==> config.mk <==
export PLATFORM = sky130hd
export DESIGN_NAME = pwm_interrupt_flags_and_brake_status
export DESIGN_NICKNAME = d
export VERILOG_FILES = /design/src/rtl/pwm_irq_pkg.sv /design/src/rtl/pwm_interrupt_flags_and_brake_status.sv
export SDC_FILE = /design/constraint.sdc
export NUM_CORES = 1
export LEC_CHECK = 0
export BUFFER_PORTS_ARGS = -buffer_cell sky130_fd_sc_hd__buf_4
export CAP_MARGIN = 20
export CORE_ASPECT_RATIO = 2
export CORE_MARGIN = 8
export CORE_UTILIZATION = 50
export DETAILED_ROUTE_END_ITERATION = 10
export PLACE_DENSITY = 0.78
export SLEW_MARGIN = 40
export SYNTH_ARGS = -nofsm -noshare
export SYNTH_HDL_FRONTEND = slang
export SYNTH_SLANG_ARGS = --single-unit
==> constraint.sdc <==
create_clock -name pclk -period 3.5 [get_ports pclk]
set_input_delay 0 -clock pclk [delete_from_list [all_inputs] [get_ports pclk]]
set_output_delay 0 -clock pclk [all_outputs]
set_load 0.05 [all_outputs]
==> src/rtl/pwm_irq_pkg.sv <==
// Register map, field positions and carrier types of the PWM interrupt flag block
package pwm_irq_pkg;
    // Register byte offsets
    localparam logic [11:0] OFF_CNT_IEN = 12'h0E0;
    localparam logic [11:0] OFF_BRK_IEN = 12'h0E4;
    localparam logic [11:0] OFF_CNT_FLAG = 12'h0E8;
    localparam logic [11:0] OFF_BRK_FLAG = 12'h0EC;
    localparam int ADDR_W = 12;

    // Channel counts
    localparam int NCH = 6;
    localparam int NPAIR = 3;

    // Counter flag fields
    localparam int CMPD_LSB = 24;
    localparam int CMPU_LSB = 16;
    localparam int PER_LSB = 8;
    localparam int ZERO_LSB = 0;

    // Brake flag and state fields
    localparam int LSTATE_LSB = 24;
    localparam int ESTATE_LSB = 16;
    localparam int LIF_LSB = 8;
    localparam int EIF_LSB = 0;

    // Brake interrupt enable fields
    localparam int LIEN_LSB = 8;
    localparam int EIEN_LSB = 0;

    // Only channels 0, 2 and 4 own period and zero flags
    localparam logic [5:0] EVEN_MASK = 6'h15;

    // Implemented bits of the counter interrupt enable word
    localparam logic [31:0] CNT_IEN_MASK = 32'h3F3F_1515;
    localparam logic [31:0] RESET_WORD = 32'h0000_0000;
    localparam logic [5:0] RESET_FLAGS = 6'h00;
    localparam logic [2:0] RESET_PAIR = 3'h0;

    // Per-channel counter events from the counter logic, same clock
    typedef struct packed {
        logic [5:0] cmp_hit;
        logic [5:0] cnt_up;
        logic [5:0] cnt_down;
        logic [5:0] per_hit;
        logic [5:0] zero_hit;
        logic [5:0] cmp_eq_per;
        logic [5:0] type_up;
        logic [5:0] type_down;
        logic [5:0] per_end;
    } cnt_events_t;

    // Per-pair brake sources, active low, asynchronous
    typedef struct packed {
        logic [2:0] lvl_n;
        logic [2:0] edge_n;
    } brake_in_t;
endpackage : pwm_irq_pkg

==> src/rtl/pwm_interrupt_flags_and_brake_status.sv <==
// PWM interrupt enables, counter event flags and brake status with APB access
//
// What this block does
// - Level brake irq enable per pair, bits 8-10.
// - Edge brake irq enable per pair, bits 0-2.
// - Brake enables writable only while unlocked.
// - Down-count compare match sets flag, W1C.
// - No down flag if compare equals period.
// - Up-count compare match sets flag, W1C.
// - No up flag if compare equals period.
// - Complementary: odd flags are even second compare.
// - Period flags channels 0/2/4, W1C.
// - Zero flags channels 0/2/4, W1C.
// - Read-only level brake state, hardware cleared.
// - Level brake held until period ends.
// - Edge brake state on falling edge, W1C.
// - Level brake event flag, protected W1C.
// - Edge brake event flag, protected W1C.
`timescale 1ns/1ps
module pwm_interrupt_flags_and_brake_status
    import pwm_irq_pkg::*;
(
    // Clock and reset
    input wire logic pclk,
    input wire logic presetn,
    // APB slave
    input wire logic psel,
    input wire logic penable,
    input wire logic pwrite,
    input wire logic [ADDR_W-1:0] paddr,
    input wire logic [31:0] pwdata,
    output logic [31:0] prdata,
    output logic pready,
    output logic pslverr,
    // Block inputs
    input wire cnt_events_t cnt_ev,
    input wire logic [2:0] comp_mode,
    input wire brake_in_t brake_src,
    input wire logic regs_unlocked,
    // Interrupt request
    output logic irq
);

    // Bus phase decode
    logic pready_q;
    logic [31:0] prdata_q;
    logic pslverr_q;
    logic irq_q;
    wire access_w = psel & penable & ~pready_q;
    wire done_w = psel & penable & pready_q;
    wire wr_w = done_w & pwrite;
    wire sel_cnt_ien = paddr == OFF_CNT_IEN;
    wire sel_brk_ien = paddr == OFF_BRK_IEN;
    wire sel_cnt_flag = paddr == OFF_CNT_FLAG;
    wire sel_brk_flag = paddr == OFF_BRK_FLAG;
    wire mapped_w = sel_cnt_ien | sel_brk_ien | sel_cnt_flag | sel_brk_flag;
    wire wr_cnt_ien = wr_w & sel_cnt_ien;
    wire wr_brk_ien = wr_w & sel_brk_ien & regs_unlocked;
    wire wr_cnt_flag = wr_w & sel_cnt_flag;
    wire wr_brk_flag = wr_w & sel_brk_flag;
    wire wr_brk_prot = wr_brk_flag & regs_unlocked;

    // Clear strobes per field
    wire [5:0] cmpd_clr = wr_cnt_flag ? pwdata[CMPD_LSB +: NCH] : RESET_FLAGS;
    wire [5:0] cmpu_clr = wr_cnt_flag ? pwdata[CMPU_LSB +: NCH] : RESET_FLAGS;
    wire [5:0] per_clr = wr_cnt_flag ? pwdata[PER_LSB +: NCH] : RESET_FLAGS;
    wire [5:0] zero_clr = wr_cnt_flag ? pwdata[ZERO_LSB +: NCH] : RESET_FLAGS;
    wire [5:0] estate_clr = wr_brk_flag ? pwdata[ESTATE_LSB +: NCH] : RESET_FLAGS;
    wire [5:0] lif_clr = wr_brk_prot ? pwdata[LIF_LSB +: NCH] : RESET_FLAGS;
    wire [5:0] eif_clr = wr_brk_prot ? pwdata[EIF_LSB +: NCH] : RESET_FLAGS;

    // Brake source synchronisers
    logic [5:0] brk_s1_q;
    logic [5:0] brk_s2_q;
    logic [5:0] brk_s3_q;
    always_ff @(posedge pclk or negedge presetn) begin
        if (!presetn) begin
            brk_s1_q <= '1;
            brk_s2_q <= '1;
            brk_s3_q <= '1;
        end else begin
            brk_s1_q <= brake_src;
            brk_s2_q <= brk_s1_q;
            brk_s3_q <= brk_s2_q;
        end
    end
    wire [2:0] lvl_low = ~brk_s2_q[5:3];
    wire [2:0] lvl_fall = brk_s3_q[5:3] & ~brk_s2_q[5:3];
    wire [2:0] edge_fall = brk_s3_q[2:0] & ~brk_s2_q[2:0];

    // Enable and flag storage
    logic [31:0] cnt_ien_q;
    logic [2:0] lien_q;
    logic [2:0] eien_q;
    logic [5:0] cmpd_q, cmpd_d, cmpd_set;
    logic [5:0] cmpu_q, cmpu_d, cmpu_set;
    logic [5:0] per_q, per_d;
    logic [5:0] zero_q, zero_d;
    logic [5:0] lstate_q, lstate_d;
    logic [5:0] estate_q, estate_d;
    logic [5:0] lif_q, lif_d;
    logic [5:0] eif_q, eif_d;

    // Period and zero flags exist on even channels only
    wire [5:0] per_set = cnt_ev.per_hit & EVEN_MASK;
    wire [5:0] zero_set = cnt_ev.zero_hit & EVEN_MASK;

    genvar n;
    generate
        for (n = 0; n < NCH; n++) begin : g_ch
            localparam int P = n / 2;
            localparam int E = n - (n % 2);
            wire use_even = comp_mode[P] & (n % 2 == 1);
            wire up_w = use_even ? cnt_ev.cnt_up[E] : cnt_ev.cnt_up[n];
            wire dn_w = use_even ? cnt_ev.cnt_down[E] : cnt_ev.cnt_down[n];
            wire tup_w = use_even ? cnt_ev.type_up[E] : cnt_ev.type_up[n];
            wire tdn_w = use_even ? cnt_ev.type_down[E] : cnt_ev.type_down[n];
            wire pend_w = use_even ? cnt_ev.per_end[E] : cnt_ev.per_end[n];
            assign cmpd_set[n] = cnt_ev.cmp_hit[n] & dn_w & ~(cnt_ev.cmp_eq_per[n] & tdn_w);
            assign cmpu_set[n] = cnt_ev.cmp_hit[n] & up_w & ~(cnt_ev.cmp_eq_per[n] & tup_w);
            // Set wins over a clear in the same cycle
            assign cmpd_d[n] = cmpd_set[n] | (cmpd_q[n] & ~cmpd_clr[n]);
            assign cmpu_d[n] = cmpu_set[n] | (cmpu_q[n] & ~cmpu_clr[n]);
            assign per_d[n] = per_set[n] | (per_q[n] & ~per_clr[n]);
            assign zero_d[n] = zero_set[n] | (zero_q[n] & ~zero_clr[n]);
            // set on fall, no software clear
            // release at period end once source high
            assign lstate_d[n] = lvl_fall[P] | (lstate_q[n] & ~(~lvl_low[P] & pend_w));
            assign estate_d[n] = edge_fall[P] | (estate_q[n] & ~estate_clr[n]);
            assign lif_d[n] = lvl_fall[P] | (lif_q[n] & ~lif_clr[n]);
            assign eif_d[n] = edge_fall[P] | (eif_q[n] & ~eif_clr[n]);
        end
    endgenerate

    always_ff @(posedge pclk or negedge presetn) begin
        if (!presetn) begin
            cmpd_q <= RESET_FLAGS;
            cmpu_q <= RESET_FLAGS;
            per_q <= RESET_FLAGS;
            zero_q <= RESET_FLAGS;
            lstate_q <= RESET_FLAGS;
            estate_q <= RESET_FLAGS;
            lif_q <= RESET_FLAGS;
            eif_q <= RESET_FLAGS;
        end else begin
            cmpd_q <= cmpd_d;
            cmpu_q <= cmpu_d;
            per_q <= per_d;
            zero_q <= zero_d;
            lstate_q <= lstate_d;
            estate_q <= estate_d;
            lif_q <= lif_d;
            eif_q <= eif_d;
        end
    end

    always_ff @(posedge pclk or negedge presetn) begin
        if (!presetn) begin
            cnt_ien_q <= RESET_WORD;
        end else if (wr_cnt_ien) begin
            cnt_ien_q <= pwdata & CNT_IEN_MASK;
        end
    end

    // Enable fields of the write word
    wire [2:0] lien_wdata = pwdata[LIEN_LSB +: NPAIR];
    wire [2:0] eien_wdata = pwdata[EIEN_LSB +: NPAIR];

    always_ff @(posedge pclk or negedge presetn) begin
        if (!presetn) begin
            lien_q <= RESET_PAIR;
            eien_q <= RESET_PAIR;
        end else if (wr_brk_ien) begin
            lien_q <= lien_wdata;
            eien_q <= eien_wdata;
        end
    end

    // Read words
    wire [31:0] cnt_flag_word = (32'(cmpd_q) << CMPD_LSB) | (32'(cmpu_q) << CMPU_LSB)
        | (32'(per_q) << PER_LSB) | (32'(zero_q) << ZERO_LSB);
    wire [31:0] brk_flag_word = (32'(lstate_q) << LSTATE_LSB) | (32'(estate_q) << ESTATE_LSB)
        | (32'(lif_q) << LIF_LSB) | (32'(eif_q) << EIF_LSB);
    wire [31:0] brk_ien_word = (32'(lien_q) << LIEN_LSB) | (32'(eien_q) << EIEN_LSB);
    wire [31:0] rd_word = sel_cnt_ien ? cnt_ien_q
        : sel_brk_ien ? brk_ien_word
        : sel_cnt_flag ? cnt_flag_word
        : sel_brk_flag ? brk_flag_word : RESET_WORD;

    // Interrupt gating
    wire [5:0] lien_ch = {lien_q[2], lien_q[2], lien_q[1], lien_q[1], lien_q[0], lien_q[0]};
    wire [5:0] eien_ch = {eien_q[2], eien_q[2], eien_q[1], eien_q[1], eien_q[0], eien_q[0]};
    wire irq_d = |(cnt_flag_word & cnt_ien_q) | |(lif_q & lien_ch) | |(eif_q & eien_ch);

    // One wait state keeps every bus output registered
    always_ff @(posedge pclk or negedge presetn) begin
        if (!presetn) begin
            pready_q <= 1'b0;
            prdata_q <= RESET_WORD;
            pslverr_q <= 1'b0;
            irq_q <= 1'b0;
        end else begin
            pready_q <= access_w;
            prdata_q <= (access_w && !pwrite) ? rd_word : RESET_WORD;
            pslverr_q <= access_w & ~mapped_w;
            irq_q <= irq_d;
        end
    end

    assign prdata = prdata_q;
    assign pready = pready_q;
    assign pslverr = pslverr_q;
    assign irq = irq_q;
endmodule : pwm_interrupt_flags_and_brake_status

# == After elaboration in Yosys (flattened, before gate mapping) ==
# Index checks and enable logic that the tools add are counted.
# classes
eq_ne,4
n_mux,27
bitwise_logic,227
reduce_logical,5
# ops
operator,n
32-bit 2-to-1 mux,5
1-bit AND,101
1-bit NOT,65
32-bit by 14-bit OR with 32-bit output,2
32-bit by 6-bit OR with 32-bit output,2
30-bit by 22-bit OR with 30-bit output,2
"12-bit by 8-bit equality test with 1-bit output, second input constant",4
1-bit OR,47
6-bit 2-to-1 mux,7
32-bit by 30-bit AND with 32-bit output,1
32-bit OR reduction,1
1-bit 2-to-1 mux,15
6-bit AND,2
6-bit OR reduction,2
11-bit by 3-bit OR with 11-bit output,1
3-bit AND,2
3-bit NOT,2
1-bit logical AND,1
1-bit zero test,1
# totals
reg_bits,125
in_bits,113
word_cells,281

# == Logic depth before layout (Yosys ltp) ==
# Gate-level depths: netlist (run 1).
# logic_depth
word_depth,9
ltp_mapped,6
ltp_nobuf,4

# == Least setup slack after synthesis (run 1) ==
# Ideal clock, no wire load.
# synth_timing
path_kind,register to register
from,register pready_q (netlist: pready)
to,register lien_q[2]
setup_ps,128
t_arrival_ps,1887
required_ps,3372
setup_slack_ps,1485
path_stages_with_launch,5
synth_period_minus_slack_ps,2015
path_cell_list,dfrtp_1 -> nand4_1 -> nor4_1 -> nand4_2 -> mux2_1
# synth_via
elab_chain_cells,4
# synth_rtl
element,line_no,source
from (decl),pwm_interrupt_flags_and_brake_status.sv:45,logic pready_q;
from (signal assigned),pwm_interrupt_flags_and_brake_status.sv:203,pready_q <= access_w;
1-bit AND,pwm_interrupt_flags_and_brake_status.sv:50,wire done_w = psel & penable & pready_q;
1-bit AND,pwm_interrupt_flags_and_brake_status.sv:51,wire wr_w = done_w & pwrite;
1-bit AND (2 in series),pwm_interrupt_flags_and_brake_status.sv:58,wire wr_brk_ien = wr_w & sel_brk_ien & regs_unlocked;
to (signal assigned),pwm_interrupt_flags_and_brake_status.sv:174,lien_q <= lien_wdata;
to (decl),pwm_interrupt_flags_and_brake_status.sv:93,logic [2:0] lien_q;
# No other way between the ends.
# A chain may end at the register's enable or synchronous reset.

# == Worst setup path in the final report (run 1) ==
# layout_timing
from,register pready_q (netlist: pready)
to,register per_q[2]
# layout_via
elab_chain_cells,7
# layout_rtl
element,line_no,source
1-bit AND,pwm_interrupt_flags_and_brake_status.sv:50,
1-bit AND,pwm_interrupt_flags_and_brake_status.sv:51,
1-bit AND,pwm_interrupt_flags_and_brake_status.sv:59,wire wr_cnt_flag = wr_w & sel_cnt_flag;
6-bit 2-to-1 mux,pwm_interrupt_flags_and_brake_status.sv:66,wire [5:0] per_clr = wr_cnt_flag ? pwdata[PER_LSB +: NCH] : RESET_FLAGS;
1-bit NOT,pwm_interrupt_flags_and_brake_status.sv:124,assign per_d[n] = per_set[n] | (per_q[n] & ~per_clr[n]);
1-bit AND,pwm_interrupt_flags_and_brake_status.sv:124,
1-bit OR,pwm_interrupt_flags_and_brake_status.sv:124,
named net per_d[2],pwm_interrupt_flags_and_brake_status.sv:97,"logic [5:0] per_q, per_d;"
to (signal assigned),pwm_interrupt_flags_and_brake_status.sv:148,per_q <= per_d;
to (decl),pwm_interrupt_flags_and_brake_status.sv:97,
# The timed path passes the listed nets, and every way through them passes these cells.

==> impl_metrics.yaml, run 1 <==
clocking:
  numCtsBuffers: 17
  cts_setup_buffers: 0
  cts_buffer_depth: 2
  tritoncts: "done"
  root_buffer: "clkbuf_16"
  numClockSinks: 117
  clk_latency_ns: 0.41
  clk_pin_slew_worst_paths_ns: 0.05
  htreeDepth: 4
setup_path:
  crit_arrival_ns: 3.02
  endpoint_kind: "register"
  cp-startpoint: "pready"
  r2r_slack_ns: 0.76
  crit_path_end: "per_q[2]"
  worstPathRequired_ns: 3.79
  start_kind: "register"
  r2r.worst_path.cells: 6
  timing.rr.end: "per_q[2]"
  crit_type: "register to register"
  r2r-start: "pready"
  cp_max_fo: 18
grt:
  grt_max_degree: 81
  antenna_found_initial: 0
  grt_pass1_wl_um: 24270
  first_global_vias: 4693
  grt_usage_pct: 23.22
  grt.overflow.total: 0
floorplanning:
  pin_count: 148
  dieHeight_um: 158.0
  start_util_pct: 50.63
  fp.dieW_um: 86.99
  core-area_um2: 9955
  row_count: 52
  die-area_um2: 13740
finish:
  fill_cells: 658
  final_cell_mix: "125 x buf_4, 99 x dfrtp_1, 74 x dlygate4sd3_1"
  final_cell_area_um2: 7451
  final_common_cell: "buf_4"
  multi_input_area_um2: 1984
  diodes: 0
  final-seq-area_um2: 2950
  nets: 741
  layout-drive-gt1-share_pct: 34.17
  area_growth_syn_to_layout_pct: 47.84
  final_cells: 776
min_path:
  hold_path_class: "primary input to register"
routing:
  vias: 4261
  drc: 0
  first_pass_iters: 5
  drt-initial-drc-count: 238
  routedWlPerCell_um: 19.33
  via_per_inst: 5.491
  postRouteAntennaNets: 0
  drt-total-wl_um: 15000
timing:
  drv_slew: 0
  fin_setup_tns_ns: 0
  finalSetupViolations: 0
  rsz0062_at_grt: "no"
  finalCriticalPeriod_ns: 2.735
  worst_slew_pin_slew_ns: 0.8225
  setup_slack_ns: 0.7650
  max_slew_margin_pct: 44.71
  finClkSkew_ns: 0.005565
  finalHoldViolCount: 0
  fin_crit_sh_pct: 78.14
  max_freq_ghz: 0.3656
power:
  powerDensity_nw_per_um2: 474.8
  power.leakage_uw: 0.003408
  ir_drop_v: 0.0004342
  fin_total_pwr_uw: 3538
placement:
  hpwl_um: 9310
  placed_cell_area_um2: 6077
  port_buffers: 125
  dpl_worst_slack_ns: 1.297
  dp.cells: 670
  gp_congestion: 0.8205
synth:
  ys_seq_area_share_pct: 58.54
  ys_seq_elements: 117
  syn_inst: 424
  yosys.cell_types.count: 42
  yosysWarnings: 0
  synth_area_um2: 5040
  avgSynthCellArea_um2: 11.89
run:
  cap_viol_max_count: 0
status:
  status: "finished, final reports clean"
how the worst min path moves through the flow:
| stage | start | endpoint | slack (ns) | cells after the start |
|---|---|---|---|---|
| floorplan | presetn | cmpd_q[0] | -0.30 | 0 |
| global placement | brake_src[1] | brk_s1_q[1] | 0.11 | 1 |
| detailed placement | presetn | prdata[24] | 0.09 | 1 |
| CTS | comp_mode[0] | cmpd_q[1] | 0.04 | 4 |
| global route | comp_mode[1] | cmpd_q[3] | 0.07 | 4 |
| finish | comp_mode[0] | cmpd_q[1] | 0.05 | 4 |
kinds of logic (layout without fill, tap and decap cells):
| family | after synthesis | after routing | synth area share [%] |
|---|---|---|---|
| DFF | 117 | 117 | 58.54 |
| buffers and inverters | 24 | 234 | 2.780 |
| AOI/OAI and AO/OA | 85 | 85 | 11.62 |
| muxes | 51 | 51 | 12.56 |
| other | 1 | 8 | 0.07441 |
| and+or+nand+nor | 146 | 146 | 14.42 |
registers in the layout, summed over array words and instances (netlist names), 6 cells and up:
name	count
cnt_ien_q	18
prdata	24
brk_s1_q	6
estate_q	6
eif_q	6
lstate_q	6
per_q	6
zero_q	6
cmpd_q	6
brk_s2_q	6
cmpu_q	6
brk_s3_q	6
lif_q	6
cell usage after synthesis (all sizes together):
| cell | n | area, um2 |
|---|---|---|
| a21boi | 6 | 45.04 |
| a21o | 24 | 180.2 |
| a21oi | 19 | 95.09 |
| a221oi | 2 | 17.52 |
| a22o | 8 | 70.07 |
| a22oi | 7 | 52.55 |
| a32o | 6 | 60.06 |
| and2 | 1 | 6.260 |
| buf | 20 | 125.1 |
| clkbuf | 3 | 11.26 |
| conb | 1 | 3.750 |
| dfrtp | 99 | 2477 |
| dfstp | 18 | 473.0 |
| inv | 1 | 3.750 |
| mux2 | 28 | 352.8 |
| mux2i | 19 | 190.2 |
| mux4 | 4 | 90.09 |
| nand2 | 51 | 198.9 |
| nand3 | 22 | 110.1 |
| nand4 | 3 | 25.02 |
| nand4b | 1 | 8.760 |
| nor2 | 44 | 165.2 |
| nor2b | 10 | 62.56 |
| nor3 | 2 | 15.01 |
| nor4 | 4 | 61.31 |
| o21ai | 13 | 65.06 |
| or2 | 2 | 15.02 |
| or4 | 3 | 26.27 |
| or4b | 1 | 10.01 |
| or4bb | 2 | 22.52 |
report_power, final:
group          total (uW)  leakage (uW)  switching (uW)  internal [uW]
clock                1840      0.000305             613           1220
sequential           1390       0.00137            11.7           1380
combinational         306       0.00173             151            155
metal layers:
layer | vias to the layer above | track usage [%] | wire length, um
li1 | 1897 | - | -
met1 | 2130 | 25.52 | 5438
met5 | - | 0 | 0
met4 | 0 | 10.84 | 531
met2 | 204 | 39.00 | 7767
met3 | 30 | 7.956 | 1265
metrics by stage:
stage	utilization, %	hold WS, ns
final	74.85	0.04593
after CTS	74.85	0.04342
after detailed placement	61.05	0.08566
after global placement	60.92	0.1082
after global routing	74.85	0.06789
after floorplan	-	-0.2956
critical path, stage by stage (launching register included):
cell and delay [ns]:
dfrtp_1 0.42, nand4_1 0.37, nor4_4 0.57, buf_4 0.36, nand2_1 0.11, a21o_1 0.20, dlygate4sd3_1 0.57
area by class of cell:
cell class / instances / share of cell area [%]
multi-input cells: 290 / 26.63
clock buffers: 19 / 6.079
flip-flops and latches: 117 / 39.60
repair buffers: 201 / 22.96
well taps: 135 / 2.267
inverters: 1 / 0.05038
clock inverters: 13 / 2.418
repair_timing:
action	CTS	global route
resized for setup	0	0
hold endpoints to repair	150	0
hold buffers	74	0
No activity file was read; power rests on OpenSTA's default activity.
==> run 2: changes to the inputs <==
==> constraint.sdc (replaced) <==
create_clock -name pclk -period 2.7 [get_ports pclk]
set_input_delay 0 -clock pclk [delete_from_list [all_inputs] [get_ports pclk]]
set_output_delay 0 -clock pclk [all_outputs]
set_load 0.05 [all_outputs]
==> impl_metrics.yaml, run 2 (synthesis results as in run 1) <==
timing:
  max_freq_ghz: 0.4152
  drv_slew: 0
  hold_slack_ns: 0.06599
  fin_setup_tns_ns: 0
  finClkSkew_ns: 0.008587
  worst_slew_pin_slew_ns: 0.7291
  fin_crit_sh_pct: 89.20
  finalCriticalPeriod_ns: 2.408
  max_slew_margin_pct: 51.39
  finalHoldViolCount: 0
  rsz0062_at_grt: "no"
  finalSetupViolations: 0
clocking:
  clk_latency_ns: 0.41
  numClockSinks: 117
  root_buffer: "clkbuf_16"
  htreeDepth: 4
  clk_pin_slew_worst_paths_ns: 0.06
  numCtsBuffers: 17
  cts_buffer_depth: 2
  tritoncts: "done"
min_path:
  hold_end: "cmpd_q[3]"
  hp-start: "comp_mode[1]"
  hold_path_class: "primary input to register"
  min_path_cells: 4
placement:
  port_buffers: 125
  gp_congestion: 0.8206
  hpwl_um: 9472
finish:
  area_growth_syn_to_layout_pct: 47.82
  final_cell_mix: "134 x buf_4, 99 x dfrtp_1, 74 x dlygate4sd3_1"
  largest_register_ffs: 24
  layout-drive-gt1-share_pct: 33.74
  diodes: 0
  final_common_cell: "buf_4"
  nets: 749
  fill_cells: 664
setup_path:
  r2r_slack_ns: 0.29
  r2r.worst_path.cells: 6
  cp_slowest_stage_delay_ns: 0.59
  crit_chain: "nand4_1 > nor4_4 > buf_4 > nand2_1 > a32o_1 > dlygate4sd3_1"
  worstPathRequired_ns: 2.99
  endpoint_kind: "register"
  start_kind: "register"
  crit_type: "register to register"
  cp_max_fo: 18
  cpMaxStageDelayCell: "dlygate4sd3_1"
  timing.rr.end: "cmpd_q[4]"
  r2r-start: "pready"
  crit_arrival_ns: 2.70
grt:
  antenna_found_initial: 0
  first_global_vias: 4681
  grt.overflow.total: 0
  grt_max_degree: 82
  grt_usage_pct: 23.41
  grt_pass1_wl_um: 24180
routing:
  routedWlPerCell_um: 18.98
  first_pass_iters: 5
  drt-initial-drc-count: 271
  postRouteAntennaNets: 0
  drc: 0
  vias: 4266
  via_per_inst: 5.441
  drt-total-wl_um: 14880
floorplanning:
  start_util_pct: 50.63
  row_count: 52
  fp.dieW_um: 86.99
  core-area_um2: 9955
  dieHeight_um: 158.0
  pin_count: 148
  die-area_um2: 13740
power:
  ir_drop_v: 0.0004698
  powerDensity_nw_per_um2: 600.8
  power.leakage_uw: 0.003415
status:
  status: "finished, final reports clean"
run:
  cap_viol_max_count: 0
-- run 2: changes by cell type in the layout (fill, tap and decap cells not counted), moves of 2 or more --
cell	delta
buf_4	+9
clkbuf_1	+7
clkinvlp_4	-3
clkinv_2	-2
clkinv_4	-2
-- run 2: how the worst max path moves through the flow --
| stage | slack, ns | depth (start not counted) | start | endpoint |
|---|---|---|---|---|
| after floorplan | 0.69 | 4 | pready | lien_q[2] |
| after global placement | 0.65 | 5 | paddr[9] | prdata[3] |
| after detailed placement | 0.62 | 5 | paddr[9] | prdata[5] |
| after CTS | 0.38 | 6 | pready | cmpd_q[4] |
| after global routing | 0.17 | 6 | pready | cmpd_q[4] |
| final | 0.29 | 6 | pready | cmpd_q[4] |
-- run 2: layout make-up --
type	count	area (um2)	share of cell area, %
Inverter	1	3.754	0.05039
Clock buffer	27	493.0	6.617
Clock inverter	5	100.1	1.344
Multi-Input combinational cell	290	1976	26.52
Tap cell	135	168.9	2.267
Timing Repair Buffer	209	1758	23.60
Sequential cell	117	2950	39.60
-- run 2: stage by stage --
step | utilization, % | setup slack [ns] | total power (uW) | cell area [um2] | cells
6_report | 74.84 | 0.2915 | 4476 | 7450 | 784
5_1_grt | 74.84 | 0.1696 | 4624 | 7450 | 784
4_1_cts | 74.84 | 0.3756 | 4488 | 7450 | 784
3_5_place_dp | 61.44 | 0.6151 | 2157 | 6116 | 678
3_3_place_gp | 61.40 | 0.6471 | 2149 | 6112 | 678
2_1_floorplan | - | 0.6850 | 1968 | 5066 | 431
-- run 2: worst max-delay path, delay by kind of cell (launching register included) --
kind,cells,cell delay (ns)
and+or+nand+nor,3,0.78
AOI/OAI and AO/OA,1,0.20
buffers and inverters,2,0.90
DFF,1,0.41
-- run 2: routing by layer --
| layer | wire, um | vias up | track usage, % |
|---|---|---|---|
| met1 | 5533 | 2108 | 25.25 |
| met5 | 0 | - | 0 |
| met2 | 7704 | 198 | 40.02 |
| li1 | - | 1927 | - |
| met3 | 1131 | 33 | 7.332 |
| met4 | 512 | 0 | 11.58 |
-- run 2: power breakdown --
group          internal (uW)  switching, uW
Sequential              1790           15.4
Clock                   1520            751
Combinational            202            193
Total                   3520            959
-- run 2: repair_timing --
action                    CTS  global route
buffers inserted            0             0
gates resized for setup     0             0
hold buffers               74             0
hold endpoints to repair  145             0
==> run 3: changes to the inputs <==
--- a/config.mk
+++ b/config.mk
@@ -7,11 +7,12 @@
 export LEC_CHECK = 0
 export BUFFER_PORTS_ARGS = -buffer_cell sky130_fd_sc_hd__buf_4
 export CAP_MARGIN = 20
-export CORE_ASPECT_RATIO = 2
+export CORE_ASPECT_RATIO = 1.2
 export CORE_MARGIN = 8
 export CORE_UTILIZATION = 50
 export DETAILED_ROUTE_END_ITERATION = 10
 export PLACE_DENSITY = 0.78
+export REMOVE_ABC_BUFFERS = 1
 export SLEW_MARGIN = 40
 export SYNTH_ARGS = -nofsm -noshare
 export SYNTH_HDL_FRONTEND = slang
==> impl_metrics.yaml, run 3 (synthesis results as in run 1) <==
status:
  status: "finished, final reports clean"
timing:
  finalCriticalPeriod_ns: 2.391
  setup_slack_ns: 0.3088
  rsz0062_at_grt: "no"
  fin_crit_sh_pct: 88.56
  worst_slew_pin_slew_ns: 0.6332
  hold_slack_ns: 0.09882
  drv_slew: 0
  max_slew_margin_pct: 57.79
  finalSetupViolations: 0
  fin_setup_tns_ns: 0
  max_freq_ghz: 0.4182
  finalHoldViolCount: 0
  finClkSkew_ns: 0.008930
placement:
  port_buffers: 125
  placed_cell_area_um2: 6091
  gp_congestion: 0.8162
  dpl_worst_slack_ns: 0.6347
  hpwl_um: 9420
clocking:
  root_buffer: "clkbuf_16"
  clk_latency_ns: 0.41
  htreeDepth: 4
  clk_pin_slew_worst_paths_ns: 0.05
  numCtsBuffers: 17
  numClockSinks: 117
  cts_buffer_depth: 2
  tritoncts: "done"
  post_cts_resized: 0
power:
  clkPwrFrac_pct: 51.1
  switchingPower_uw: 966.0
  p_int_uw: 3549
  power.leakage_uw: 0.003411
  seqPwrFrac_pct: 40.0
  pwr-share-comb_pct: 8.9
  powerDensity_nw_per_um2: 606.3
  ir_drop_v: 0.0004890
  swShare_pct: 21.40
floorplanning:
  core-area_um2: 9910
  dieHeight_um: 126.0
  die-area_um2: 13560
  fp.dieW_um: 107.7
  row_count: 40
  start_util_pct: 50.86
  pin_count: 148
min_path:
  hold_path_class: "primary input to register"
  hp-start: "comp_mode[0]"
grt:
  grt_usage_pct: 22.90
  grt_max_degree: 118
  antenna_found_initial: 0
  grt_pass1_wl_um: 24000
  first_global_vias: 4674
  grt.overflow.total: 0
finish:
  largest_register_ffs: 24
  final_common_cell: "buf_4"
  area_growth_syn_to_layout_pct: 47.77
  diodes: 0
  layout-drive-gt1-share_pct: 33.90
  final_cell_area_um2: 7447
  nets: 747
  final_util_pct: 75.15
  final_cell_mix: "131 x buf_4, 99 x dfrtp_1, 75 x dlygate4sd3_1"
setup_path:
  endpoint_kind: "register"
  r2r_slack_ns: 0.31
  cp-startpoint: "pready"
  crit_arrival_ns: 2.69
  r2r-start: "pready"
  crit_type: "register to register"
  worstPathRequired_ns: 2.99
  r2r.worst_path.cells: 6
  cp_max_fo: 24
  start_kind: "register"
  timing.rr.end: "cmpd_q[0]"
  crit_path_end: "cmpd_q[0]"
routing:
  via_per_inst: 5.505
  drt-initial-drc-count: 341
  postRouteAntennaNets: 0
  drt-total-wl_um: 15020
  first_pass_iters: 4
  routedWlPerCell_um: 19.46
  vias: 4250
  drc: 0
run:
  cap_viol_max_count: 0
-- run 3: through the flow --
stage | total power [uW] | std cells
after global routing | 4633 | 772
after detailed placement | 2157 | 666
after CTS | 4533 | 772
final | 4515 | 772
after global placement | 2150 | 666
after floorplan | 1945 | 408
-- run 3: power groups by stage --
stage               Clock [uW]  Combinational [uW]  Sequential, uW
detailed placement           0                 321            1840
floorplan                    0                 106            1840
CTS                       2330                 394            1810
global placement             0                 316            1830
finish                    2310                 401            1810
global route              2390                 433            1810
-- run 3: metal layers --
layer  wire, um  share of wire (%)  track usage [%]  up-vias
met5          0                  0                0        -
met4        512                3.4            11.95        0
met3       1168                7.8            6.633       41
met2       7738                 52            38.94      192
met1       5603                 37            25.11     2096
li1           -                  -                -     1921
-- run 3: worst min-delay path by stage --
stage | slack (ns) | endpoint | cells after the start
6_report | 0.1 | cmpd_q[1] | 4
5_1_grt | 0.13 | cmpd_q[1] | 4
4_1_cts | 0.08 | cmpd_q[1] | 4
3_5_place_dp | 0.11 | brk_s1_q[4] | 1
3_3_place_gp | 0.11 | brk_s1_q[2] | 1
2_1_floorplan | -0.30 | cmpd_q[0] | 0
-- run 3: what timing repair did --
item	4_1_cts	5_1_grt
hold buffers	75	0
hold endpoints to repair	179	0
setup buffers	0	0
-- run 3: worst max-delay path, stage by stage, from the launching register on --
cell and delay [ns]:
dfrtp_1 0.41, nand4_1 0.33, nor4_4 0.30, buf_4 0.35
nand2_1 0.11, a32o_1 0.22, dlygate4sd3_1 0.55
-- run 3: final cells by class --
| cell class | count | area, um2 |
|---|---|---|
| Clock buffer | 21 | 450.4 |
| Clock inverter | 10 | 155.1 |
| Fill cell | 642 | 2462 |
| Inverter | 1 | 3.754 |
| Multi-Input combinational cell | 290 | 1976 |
| Sequential cell | 117 | 2950 |
| Tap cell | 126 | 157.7 |
| Timing Repair Buffer | 207 | 1754 |
